--- config.mk ---
export PLATFORM = sky130hd
export DESIGN_NAME = sccd_top
export DESIGN_NICKNAME = d
export VERILOG_FILES = /design/src/pkg/sccd_pkg.sv /design/src/pkg/sccd_div_if.sv /design/src/hw/sccd_sync.sv /design/src/hw/sccd_div.sv /design/src/hw/sccd_top.sv
export SDC_FILE = /design/constraint.sdc
export NUM_CORES = 1
export LEC_CHECK = 0
export BUFFER_PORTS_ARGS = -buffer_cell sky130_fd_sc_hd__buf_2
export CAP_MARGIN = 15
export CORE_MARGIN = 5
export CORE_UTILIZATION = 40
export CTS_CLUSTER_SIZE = 28
export DETAILED_ROUTE_END_ITERATION = 16
export PLACE_DENSITY = 0.61
export SLEW_MARGIN = 20
export SYNTH_ARGS = -nofsm -noshare
export SYNTH_HDL_FRONTEND = slang
export SYNTH_SLANG_ARGS = --single-unit
--- constraint.sdc ---
create_clock -name pclk -period 7.2 [get_ports pclk]
set_input_delay 1.08 -clock pclk [delete_from_list [all_inputs] [get_ports pclk]]
set_output_delay 1.08 -clock pclk [all_outputs]
set_load 0.1 [all_outputs]
--- src/pkg/sccd_pkg.sv ---
package sccd_pkg;
    // apb register byte offsets
    localparam logic [7:0] RUN_CFG_OFS = 8'h00;
    localparam logic [7:0] DSLP_CFG_OFS = 8'h04;
    localparam logic [7:0] GPIO_SEL_OFS = 8'h08;
    localparam logic [7:0] MODE_CTL_OFS = 8'h0C;
    localparam logic [7:0] STATUS_OFS = 8'h10;
    localparam logic [7:0] RAW_INT_OFS = 8'h14;
    localparam logic [7:0] INT_MASK_OFS = 8'h18;
    localparam logic [7:0] FLASH_SIZE_OFS = 8'h1C;
    // run config fields
    localparam int DIV_W = 6;
    localparam int XTAL_W = 5;
    localparam int SRC_W = 3;
    localparam int RUN_DIV_LSB = 0;
    localparam int RUN_PLL_BIT = 6;
    localparam int XTAL_LSB = 7;
    localparam int RUN_SRC_LSB = 12;
    localparam int INT_OFF_BIT = 15;
    localparam int MAIN_OFF_BIT = 16;
    localparam int RUN_CFG_W = 17;
    localparam logic [16:0] RUN_CFG_RST = 17'h0_0000;
    // deep-sleep config fields
    localparam int DSLP_DIV_LSB = 0;
    localparam int DSLP_SRC_LSB = 6;
    localparam int PIOSC_PD_BIT = 8;
    localparam int DSLP_CFG_W = 9;
    localparam logic [8:0] DSLP_CFG_RST = 9'h000;
    // mode control fields
    localparam int SLEEP_REQ_BIT = 0;
    localparam int DEEP_REQ_BIT = 1;
    localparam int GATING_BIT = 2;
    localparam int PERIPH_DS_LSB = 8;
    localparam int N_PERIPH = 8;
    localparam int N_GPIO = 8;
    // status fields
    localparam int LOCK_LIVE_BIT = 0;
    localparam int PLL_SEL_BIT = 1;
    localparam int MODE_LSB = 2;
    // event bits in raw status and mask
    localparam int INT_PLL_LOCK = 0;
    localparam int INT_MOSC_FAIL = 1;
    localparam int INT_IOSC_FAIL = 2;
    localparam int N_INT = 3;
    // crystal codes: 0 is 1 MHz ... 22 is 16.3 MHz
    localparam logic [4:0] XTAL_3_57 = 5'h04;
    localparam logic [4:0] XTAL_MAX = 5'h16;
    // oscillator activity strobes
    localparam int TK_MAIN = 0;
    localparam int TK_INT = 1;
    localparam int TK_EXT32 = 2;
    localparam int TK_INT30 = 3;
    localparam int TK_PLL = 4;
    localparam int N_TICK = 5;
    // flash size in kbytes, read only
    localparam logic [15:0] FLASH_KB_RST = 16'h0100;
    typedef enum logic [2:0] {
        SELECT_MAIN_OSCILLATOR, SELECT_INTERNAL_OSCILLATOR, SELECT_INTERNAL_DIV_FOUR,
        SELECT_EXTERNAL_32K, SELECT_INTERNAL_30K
    } sccd_src_t;
    typedef enum logic [1:0] {
        DEEP_SLEEP_MAIN_SOURCE, DEEP_SLEEP_INTERNAL_SOURCE,
        DEEP_SLEEP_INTERNAL_30K_SOURCE, DEEP_SLEEP_EXTERNAL_32K_SOURCE
    } sccd_ds_src_t;
    typedef enum logic [1:0] {MODE_RUN, MODE_SLEEP, MODE_DEEP} sccd_mode_t;
endpackage

--- src/pkg/sccd_div_if.sv ---
`timescale 1ns/1ps
interface sccd_div_if;
    import sccd_pkg::*;
    logic tick;
    logic [DIV_W-1:0] ratio;
    logic pulse;
    modport ctrl (output tick, output ratio, input pulse);
    modport div (input tick, input ratio, output pulse);
endinterface

--- src/hw/sccd_sync.sv ---
`timescale 1ns/1ps
module sccd_sync #(
    parameter int W = 8
) (
    // clock and reset
    input wire logic pclk,
    input wire logic presetn,
    // asynchronous levels in, synchronised out
    input wire logic [W-1:0] d,
    output logic [W-1:0] q
);
    logic [W-1:0] meta_q;
    logic [W-1:0] sync_q;

    // two stages; only the second is visible outside
    always_ff @(posedge pclk or negedge presetn)
    begin
        if (!presetn)
        begin
            meta_q <= '0;
            sync_q <= '0;
        end
        else
        begin
            meta_q <= d;
            sync_q <= meta_q;
        end
    end

    assign q = sync_q;
endmodule

--- src/hw/sccd_div.sv ---
`timescale 1ns/1ps
module sccd_div
    import sccd_pkg::*;
(
    // clock and reset
    input wire logic pclk,
    input wire logic presetn,
    // source strobe in, divided strobe out
    sccd_div_if.div dv
);
    logic [DIV_W-1:0] cnt_q, cnt_d;
    logic pulse_q, pulse_d;

    // count strobes; code n divides by n+1
    always_comb
    begin
        cnt_d = cnt_q;
        pulse_d = 1'b0;
        if (dv.tick)
        begin
            // >= so a ratio lowered mid-count cannot overrun
            if (cnt_q >= dv.ratio)
            begin
                cnt_d = '0;
                pulse_d = 1'b1;
            end
            else
            begin
                cnt_d = cnt_q + 1'b1;
            end
        end
    end

    always_ff @(posedge pclk or negedge presetn)
    begin
        if (!presetn)
        begin
            cnt_q <= '0;
            pulse_q <= 1'b0;
        end
        else
        begin
            cnt_q <= cnt_d;
            pulse_q <= pulse_d;
        end
    end

    assign dv.pulse = pulse_q;
endmodule

--- src/hw/sccd_top.sv ---
// Operation
// - run divider ratio one to sixty-four
// - pll or direct oscillator, exactly one
// - crystal code selects supported crystal frequency
// - five run oscillator sources selectable
// - external 32k only with hibernation enabled
// - separate internal and main oscillator off
// - never switch off the active oscillator
// - pll lock sets sticky flag, software polls
// - deep-sleep divider one to sixty-four
// - deep-sleep source main, internal, 30k, 32k
// - precision oscillator powers down in deep sleep unless needed
// - deep sleep stops cpu, peripherals gated
// - per-port gpio ahb selection ports a-h
// - clearing selection returns port to apb
// - readable flash size indication
// - enabled event wakes from sleep modes
// - events maskable, pending until cleared
//
// The APB slave port and the address map were decided locally.
`timescale 1ns/1ps
module sccd_top
    import sccd_pkg::*;
(
    // clock and reset
    input wire logic pclk,
    input wire logic presetn,
    // apb slave
    input wire logic psel,
    input wire logic penable,
    input wire logic pwrite,
    input wire logic [7:0] paddr,
    input wire logic [31:0] pwdata,
    output logic [31:0] prdata,
    output logic pready,
    output logic pslverr,
    // asynchronous oscillator strobes and analog flags
    input wire logic [N_TICK-1:0] osc_tick,
    input wire logic pll_lock,
    input wire logic mosc_fail,
    input wire logic iosc_fail,
    // same-clock inputs from neighbours
    input wire logic hib_enabled,
    input wire logic wake_irq,
    // clock enables
    output logic sys_clk_en,
    output logic cpu_clk_en,
    output logic [N_PERIPH-1:0] periph_clk_en,
    // oscillator and pll controls
    output logic source_via_pll,
    output logic source_direct_oscillator,
    output logic pll_power_en,
    output logic [XTAL_W-1:0] crystal_frequency_code,
    output logic main_oscillator_off,
    output logic internal_oscillator_off,
    output logic precision_osc_powerdown,
    // bus attachment and mode
    output logic [N_GPIO-1:0] gpio_ahb_select,
    output logic [1:0] power_mode
);
    logic [N_TICK+N_INT-1:0] sync_s, prev_q, rise;
    logic [1:0] cnt4_q, cnt4_d;
    logic int4_tick, run_osc_tick, ds_tick, lock_live, deep;
    logic [RUN_CFG_W-1:0] run_cfg_q, run_cfg_d;
    logic [DSLP_CFG_W-1:0] dslp_cfg_q, dslp_cfg_d;
    logic [N_GPIO-1:0] gpio_q, gpio_d;
    logic [N_PERIPH-1:0] pds_q, pds_d, periph_q, periph_d;
    logic gate_q, gate_d;
    logic [N_INT-1:0] ris_q, ris_d, mask_q, mask_d;
    sccd_mode_t mode_q, mode_d;
    logic pll_sel_q, pll_sel_d, pll_pwr_q, pll_pwr_d, sys_q, cpu_q, cpu_d;
    logic main_off_q, main_off_d, int_off_q, int_off_d, piosc_q, piosc_d;
    logic [31:0] prdata_q, prdata_d, rd;
    logic pready_q, pslverr_q, pslverr_d, hit;
    logic setup, wr, wake, act_main, act_int, xtal_ok;
    logic [SRC_W-1:0] run_src, new_src;
    logic [1:0] ds_src;

    sccd_div_if u_dif ();

    // analog flags and strobes are asynchronous
    sccd_sync #(.W(N_TICK + N_INT)) u_sync (
        .pclk(pclk),
        .presetn(presetn),
        .d({iosc_fail, mosc_fail, pll_lock, osc_tick}),
        .q(sync_s)
    );

    sccd_div u_div (
        .pclk(pclk),
        .presetn(presetn),
        .dv(u_dif)
    );

    // edge detect behind the synchroniser
    assign rise = sync_s & ~prev_q;
    assign lock_live = sync_s[N_TICK + INT_PLL_LOCK];
    assign deep = (mode_q == MODE_DEEP);
    assign setup = psel && !penable;
    assign wr = psel && penable && pready_q && pwrite;
    assign run_src = run_cfg_q[RUN_SRC_LSB +: SRC_W];
    assign ds_src = dslp_cfg_q[DSLP_SRC_LSB +: 2];
    assign new_src = pwdata[RUN_SRC_LSB +: SRC_W];
    // pll only with a crystal above 3.57 MHz
    assign xtal_ok = (run_cfg_q[XTAL_LSB +: XTAL_W] > XTAL_3_57)
        && (run_cfg_q[XTAL_LSB +: XTAL_W] <= XTAL_MAX);
    assign int4_tick = rise[TK_INT] && (cnt4_q == 2'h3);
    assign wake = (|(ris_q & mask_q)) || wake_irq;

    // run source strobe, internal/4 from a 2-bit count
    always_comb
    begin
        cnt4_d = rise[TK_INT] ? cnt4_q + 2'h1 : cnt4_q;
        case (run_src)
            SELECT_INTERNAL_OSCILLATOR: run_osc_tick = rise[TK_INT];
            SELECT_INTERNAL_DIV_FOUR: run_osc_tick = int4_tick;
            SELECT_EXTERNAL_32K: run_osc_tick = rise[TK_EXT32];
            SELECT_INTERNAL_30K: run_osc_tick = rise[TK_INT30];
            default: run_osc_tick = rise[TK_MAIN];
        endcase
        case (ds_src)
            DEEP_SLEEP_INTERNAL_SOURCE: ds_tick = rise[TK_INT];
            DEEP_SLEEP_INTERNAL_30K_SOURCE: ds_tick = rise[TK_INT30];
            DEEP_SLEEP_EXTERNAL_32K_SOURCE: ds_tick = rise[TK_EXT32];
            default: ds_tick = rise[TK_MAIN];
        endcase
    end

    // divider input: deep sleep never runs from the pll
    // deep-sleep ratio used while in deep sleep
    assign u_dif.tick = deep ? ds_tick : (pll_sel_q ? rise[TK_PLL] : run_osc_tick);
    assign u_dif.ratio = deep ? dslp_cfg_q[DSLP_DIV_LSB +: DIV_W]
        : run_cfg_q[RUN_DIV_LSB +: DIV_W];

    // apb writes and register state
    always_comb
    begin
        run_cfg_d = run_cfg_q;
        dslp_cfg_d = dslp_cfg_q;
        gpio_d = gpio_q;
        pds_d = pds_q;
        gate_d = gate_q;
        mask_d = mask_q;
        ris_d = ris_q;
        if (wr && paddr == RUN_CFG_OFS)
        begin
            // divider, pll use, crystal, source, off bits
            run_cfg_d = pwdata[RUN_CFG_W-1:0];
            // refuse 32k without hibernation; bad codes too
            if (new_src > SELECT_INTERNAL_30K || (new_src == SELECT_EXTERNAL_32K && !hib_enabled))
                run_cfg_d[RUN_SRC_LSB +: SRC_W] = run_src;
        end
        else if (wr && paddr == DSLP_CFG_OFS)
        begin
            dslp_cfg_d = pwdata[DSLP_CFG_W-1:0];
            // 32k deep-sleep source only with hibernation
            if (pwdata[DSLP_SRC_LSB +: 2] == DEEP_SLEEP_EXTERNAL_32K_SOURCE && !hib_enabled)
                dslp_cfg_d[DSLP_SRC_LSB +: 2] = ds_src;
        end
        else if (wr && paddr == GPIO_SEL_OFS)
        begin
            // ahb when set, apb when clear
            gpio_d = pwdata[N_GPIO-1:0];
        end
        else if (wr && paddr == MODE_CTL_OFS)
        begin
            gate_d = pwdata[GATING_BIT];
            pds_d = pwdata[PERIPH_DS_LSB +: N_PERIPH];
        end
        else if (wr && paddr == INT_MASK_OFS)
        begin
            mask_d = pwdata[N_INT-1:0];
        end
        else if (wr && paddr == RAW_INT_OFS)
        begin
            // write one to clear
            ris_d = ris_q & ~pwdata[N_INT-1:0];
        end
        // new events win over a clear in the same cycle
        ris_d = ris_d | rise[N_TICK +: N_INT];
    end

    // power mode; commands only taken in run mode
    always_comb
    begin
        mode_d = mode_q;
        case (mode_q)
            MODE_RUN:
            begin
                if (wr && paddr == MODE_CTL_OFS && pwdata[DEEP_REQ_BIT])
                    mode_d = MODE_DEEP;
                else if (wr && paddr == MODE_CTL_OFS && pwdata[SLEEP_REQ_BIT])
                    mode_d = MODE_SLEEP;
            end
            default:
            begin
                // any enabled event returns to run
                if (wake)
                    mode_d = MODE_RUN;
            end
        endcase
    end

    // clock selection and oscillator controls
    always_comb
    begin
        // stay on the oscillator until lock is seen
        pll_sel_d = run_cfg_q[RUN_PLL_BIT] && lock_live && xtal_ok && !deep;
        pll_pwr_d = run_cfg_q[RUN_PLL_BIT] && xtal_ok && !deep;
        act_main = deep ? (ds_src == DEEP_SLEEP_MAIN_SOURCE) : (run_src == SELECT_MAIN_OSCILLATOR);
        act_int = deep ? (ds_src == DEEP_SLEEP_INTERNAL_SOURCE)
            : (run_src == SELECT_INTERNAL_OSCILLATOR || run_src == SELECT_INTERNAL_DIV_FOUR);
        // off requests, masked for the active one
        main_off_d = run_cfg_q[MAIN_OFF_BIT] && !act_main;
        int_off_d = run_cfg_q[INT_OFF_BIT] && !act_int;
        // kept on when deep sleep runs from it
        piosc_d = deep && dslp_cfg_q[PIOSC_PD_BIT] && !act_int;
        // cpu stopped outside run; gating picks peripherals
        cpu_d = u_dif.pulse && (mode_q == MODE_RUN);
        periph_d = {N_PERIPH{u_dif.pulse}} & ({N_PERIPH{!deep || !gate_q}} | pds_q);
    end

    // read mux, taken in the setup cycle
    always_comb
    begin
        rd = '0;
        hit = 1'b1;
        if (paddr == RUN_CFG_OFS)
            rd = 32'(run_cfg_q);
        else if (paddr == DSLP_CFG_OFS)
            rd = 32'(dslp_cfg_q);
        else if (paddr == GPIO_SEL_OFS)
            rd = 32'(gpio_q);
        else if (paddr == MODE_CTL_OFS)
            rd = 32'({pds_q, 5'h00, gate_q, 2'h0});
        else if (paddr == STATUS_OFS)
            // live lock below the pll selection and the mode
            rd = 32'({mode_q, pll_sel_q, lock_live});
        else if (paddr == INT_MASK_OFS)
            rd = 32'(mask_q);
        else if (paddr == RAW_INT_OFS)
            rd = 32'(ris_q);
        else if (paddr == FLASH_SIZE_OFS)
            // size in kbytes; bytes = value * 1024
            rd = 32'(FLASH_KB_RST);
        else
            hit = 1'b0;
        prdata_d = (setup && !pwrite) ? rd : 32'h0000_0000;
        pslverr_d = setup && !hit;
    end

    always_ff @(posedge pclk or negedge presetn)
    begin
        if (!presetn)
        begin
            prev_q <= '0;
            cnt4_q <= 2'h0;
            run_cfg_q <= RUN_CFG_RST;
            dslp_cfg_q <= DSLP_CFG_RST;
            gpio_q <= '0;
            pds_q <= '0;
            gate_q <= 1'b0;
            mask_q <= '0;
            ris_q <= '0;
            mode_q <= MODE_RUN;
            pll_sel_q <= 1'b0;
            pll_pwr_q <= 1'b0;
            sys_q <= 1'b0;
            cpu_q <= 1'b0;
            periph_q <= '0;
            main_off_q <= 1'b0;
            int_off_q <= 1'b0;
            piosc_q <= 1'b0;
            prdata_q <= 32'h0000_0000;
            pready_q <= 1'b0;
            pslverr_q <= 1'b0;
        end
        else
        begin
            prev_q <= sync_s;
            cnt4_q <= cnt4_d;
            run_cfg_q <= run_cfg_d;
            dslp_cfg_q <= dslp_cfg_d;
            gpio_q <= gpio_d;
            pds_q <= pds_d;
            gate_q <= gate_d;
            mask_q <= mask_d;
            ris_q <= ris_d;
            mode_q <= mode_d;
            pll_sel_q <= pll_sel_d;
            pll_pwr_q <= pll_pwr_d;
            sys_q <= u_dif.pulse;
            cpu_q <= cpu_d;
            periph_q <= periph_d;
            main_off_q <= main_off_d;
            int_off_q <= int_off_d;
            piosc_q <= piosc_d;
            prdata_q <= prdata_d;
            pready_q <= setup;
            pslverr_q <= pslverr_d;
        end
    end

    // outputs from flops; the direct select is the inverted pll selection
    assign prdata = prdata_q;
    assign pready = pready_q;
    assign pslverr = pslverr_q;
    assign sys_clk_en = sys_q;
    assign cpu_clk_en = cpu_q;
    assign periph_clk_en = periph_q;
    assign source_via_pll = pll_sel_q;
    assign source_direct_oscillator = !pll_sel_q;
    assign pll_power_en = pll_pwr_q;
    assign crystal_frequency_code = run_cfg_q[XTAL_LSB +: XTAL_W];
    assign main_oscillator_off = main_off_q;
    assign internal_oscillator_off = int_off_q;
    assign precision_osc_powerdown = piosc_q;
    assign gpio_ahb_select = gpio_q;
    assign power_mode = mode_q;
endmodule

==> results.sh <==
export IMPL_status="completed"
export IMPL_final_cell_mix="dfrtp_1 (118), buf_2 (88), mux2_2 (32)"
export IMPL_drive_above_1_share_pct=31.2
export IMPL_syn_avg_cell_area_um2=11.8
export IMPL_final_common_cell="dfrtp_1"
export IMPL_hold_viol_final=0
export IMPL_path_max_fanout=20
export IMPL_grt_overflow_total=0
export IMPL_clockBufferDepth=2
export IMPL_synth_cell_types=51
export IMPL_root_buffer="clkbuf_16"
export IMPL_ir_drop_mv=0.111
export IMPL_worstSetupStartpointType="primary input"
export IMPL_wl_met1_mm=5.27
export IMPL_relSlewSlack_pct=40.7
export IMPL_num_antenna_cells=0
export IMPL_dr_wl_met2_mm=6.08
export IMPL_wl_per_cell_um=17.3
export IMPL_clk_latency_ns=0.42
export IMPL_synth_edf_count=0
export IMPL_die_x_um=124
export IMPL_vias=3621
export IMPL_placed_cell_area_um2=5700
export IMPL_syn_area_um2=5220
export IMPL_pwr_density_cell_nw_per_um2=250
export IMPL_cts_tree="yes"
export IMPL_path_clk_slew_ns=0.05
export IMPL_grt_pass1_vias=3799
export IMPL_power_frac_clock_pct=46.3
export IMPL_finalSetupViolCount=0
export IMPL_worstPathRequired_ns=7.49
export IMPL_ys_flop_type="dfrtp_1"
export IMPL_syn2layout_area_growth_pct=19.1
export IMPL_p_sw_share_pct=25.1
export IMPL_hpwl_mm=8.65
export IMPL_yosys_warnings=0
export IMPL_p_sw_mw=0.390
export IMPL_crit_arrival_ns=3.44
export IMPL_track_usage_pct=16.8
export IMPL_period_share_pct=43.7
export IMPL_ys_ff_latch=118
export IMPL_drtAntennaViolNets=0
export IMPL_cts_buffers=17
export IMPL_fin_setup_tns_ns=0
export IMPL_coreArea_um2=12700
export IMPL_crit_type="primary input to flop"
export IMPL_drt_initial_drc_count=230
export IMPL_seq_area_frac_synth_pct=56.6
export IMPL_dieArea_um2=15400
export IMPL_dr_wl_met3_um=750
export IMPL_ctsHoldBuffers=0
export IMPL_row_count=41
export IMPL_fmax_ghz=0.318
export IMPL_io_pins=120
export IMPL_p_leak_nw=3.08
export IMPL_start_util_pct=41.0
export IMPL_nFillCells=1198
export IMPL_seqPwrFrac_pct=44.5
export IMPL_port_buffers=89
export IMPL_min_period_ns=3.14
export IMPL_nNetsFinal=590
export IMPL_first_pass_iters=4
export IMPL_grt_max_degree=73
export IMPL_dr_max_layer_used="met4"
export IMPL_cts_setup_buffers=0
export IMPL_p_int_mw=1.17
export IMPL_post_cts_resized=0
export IMPL_stdcell_area_um2=6210
export IMPL_cts_htree_levels=4
export IMPL_pwr_share_comb_pct=9.1
export IMPL_grt_antenna_before_repair=0
export IMPL_grt_pass1_wl_mm=19.3
export IMPL_end_kind="flop"
export IMPL_finalMaxSlewViolations=0
export IMPL_async_reset_ff_share_pct=100
export IMPL_worstMarginPinSlew_ns=0.890
export IMPL_via_per_inst=5.11
export IMPL_clkSinkCount=118
export IMPL_die_h_um=124
export IMPL_hold_path_class="flop to flop"
export IMPL_drt_wl_total_mm=12.2
export IMPL_maxCapViolCount=0
export IMPL_rsz0062_at_grt="no"
export IMPL_drc_errors=0
export IMPL_skew_ns=0.00801
export IMPL_gp_congestion=0.792
export IMPL_syn_inst=441
-- worst max-delay path, cell delays in order --
cell and delay (ns):
buf_2 0.35, nor2b_1 0.69, nand2_1 0.11, nor3_1 0.57, buf_4 0.29, mux2_2 0.34
-- logic make-up after synthesis --
group / after synthesis / share of synthesized area, %
buffers and inverters: 56 / 6.05
xor gates and xnor gates: 2 / 0.336
muxes: 51 / 11.3
DFF: 118 / 56.6
AOI/OAI and AO/OA: 89 / 11.4
adders and majority gates: 8 / 1.92
other: 1 / 0.0719
and+or+nand+nor: 116 / 12.3
-- path summary, 6_finish.rpt --
kind                             startpoint          endpoint  slack, ns  cells after the start
max in group asynchronous           presetn  periph_clk_en[5]       5.22                      2
hold / removal             u_sync.meta_q[5]       u_sync.q[5]       0.34                      0
setup / recovery                   paddr[2]     dslp_cfg_q[0]       4.06                      6
min in group asynchronous           presetn     run_cfg_q[14]       0.67                      1
hold reg to reg            u_sync.meta_q[5]       u_sync.q[5]       0.34                      0
setup reg to reg              power_mode[0]    u_div.cnt_q[4]       4.39                      9
-- synthesized netlist by cell type (2+ instances only) --
cell,count,area share (%)
a211oi_1,5,0.72
a21oi_1,19,1.8
a221oi_1,2,0.34
a22o_1,3,0.50
a22oi_1,7,1.0
a31oi_1,2,0.24
a32o_1,4,0.77
and2_1,4,0.48
and3_1,8,0.96
buf_2,9,0.86
buf_4,21,3.0
buf_6,2,0.43
clkbuf_1,7,0.50
dfrtp_1,118,57
ha_1,8,1.9
inv_1,16,1.2
mux2_2,32,6.9
mux2_4,8,2.3
mux2i_1,11,2.1
nand2_1,20,1.4
nand2_2,2,0.24
nand2b_1,9,1.1
nand3_1,5,0.48
nand3b_1,3,0.43
nand4_1,7,0.84
nor2_1,27,1.9
nor2b_1,7,0.84
nor3_1,11,1.1
nor3_4,2,0.62
nor3b_1,3,0.43
o211ai_1,6,0.86
o21a_1,11,1.6
o21ai_0,23,2.2
xnor2_1,2,0.34
-- per-layer routing --
metal / vias to the layer above / global-route usage (%)
li1: 1697 / -
met1: 1819 / 21.0
met2: 98 / 27.4
met3: 7 / 5.59
met4: 0 / 5.61
met5: - / 0
-- flip-flops by register name, indices dropped and copies added (netlist names), 3 cells and up --
signal and count:
prdata 17, run_cfg_q 17, dslp_cfg_q 9, gpio_ahb_select 8, pds_q 8, periph_clk_en 8, prev_q 8, u_sync.meta_q 8
u_sync.q 8, u_div.cnt_q 6, mask_q 3, ris_q 3
-- power by group through the flow --
| stage | clock network [mW] | registers, mW | logic [mW] |
|---|---|---|---|
| floorplan | 0 | 0.730 | 0.0773 |
| detailed placement | 0 | 0.703 | 0.143 |
| CTS | 0.737 | 0.692 | 0.143 |
| global route | 0.768 | 0.694 | 0.153 |
| finish | 0.721 | 0.692 | 0.142 |
| global placement | 0 | 0.703 | 0.140 |
-- metrics by stage --
step	utilization [%]	hold WS [ns]	worst slack [ns]	total power, mW	cells
2_1_floorplan	-	0.331	3.87	0.807	455
3_3_place_gp	44.8	0.333	3.67	0.843	679
3_5_place_dp	44.8	0.335	3.60	0.846	679
4_1_cts	48.8	0.346	4.01	1.57	707
5_1_grt	48.8	0.355	3.93	1.61	708
6_report	48.8	0.345	4.06	1.55	708
-- final cells by class --
class                      instances  area (µm²)  share of cell area (%)
clock buffer                      22         474                    7.63
multi-input combinational        281        2000                    32.2
timing repair buffer              93         482                    7.75
inverter                          16        60.1                   0.967
tap                              172         215                    3.46
clock inverter                     6        30.0                   0.483
sequential                       118        2950                    47.5
Note: power is estimated with default switching activity, not from simulation.
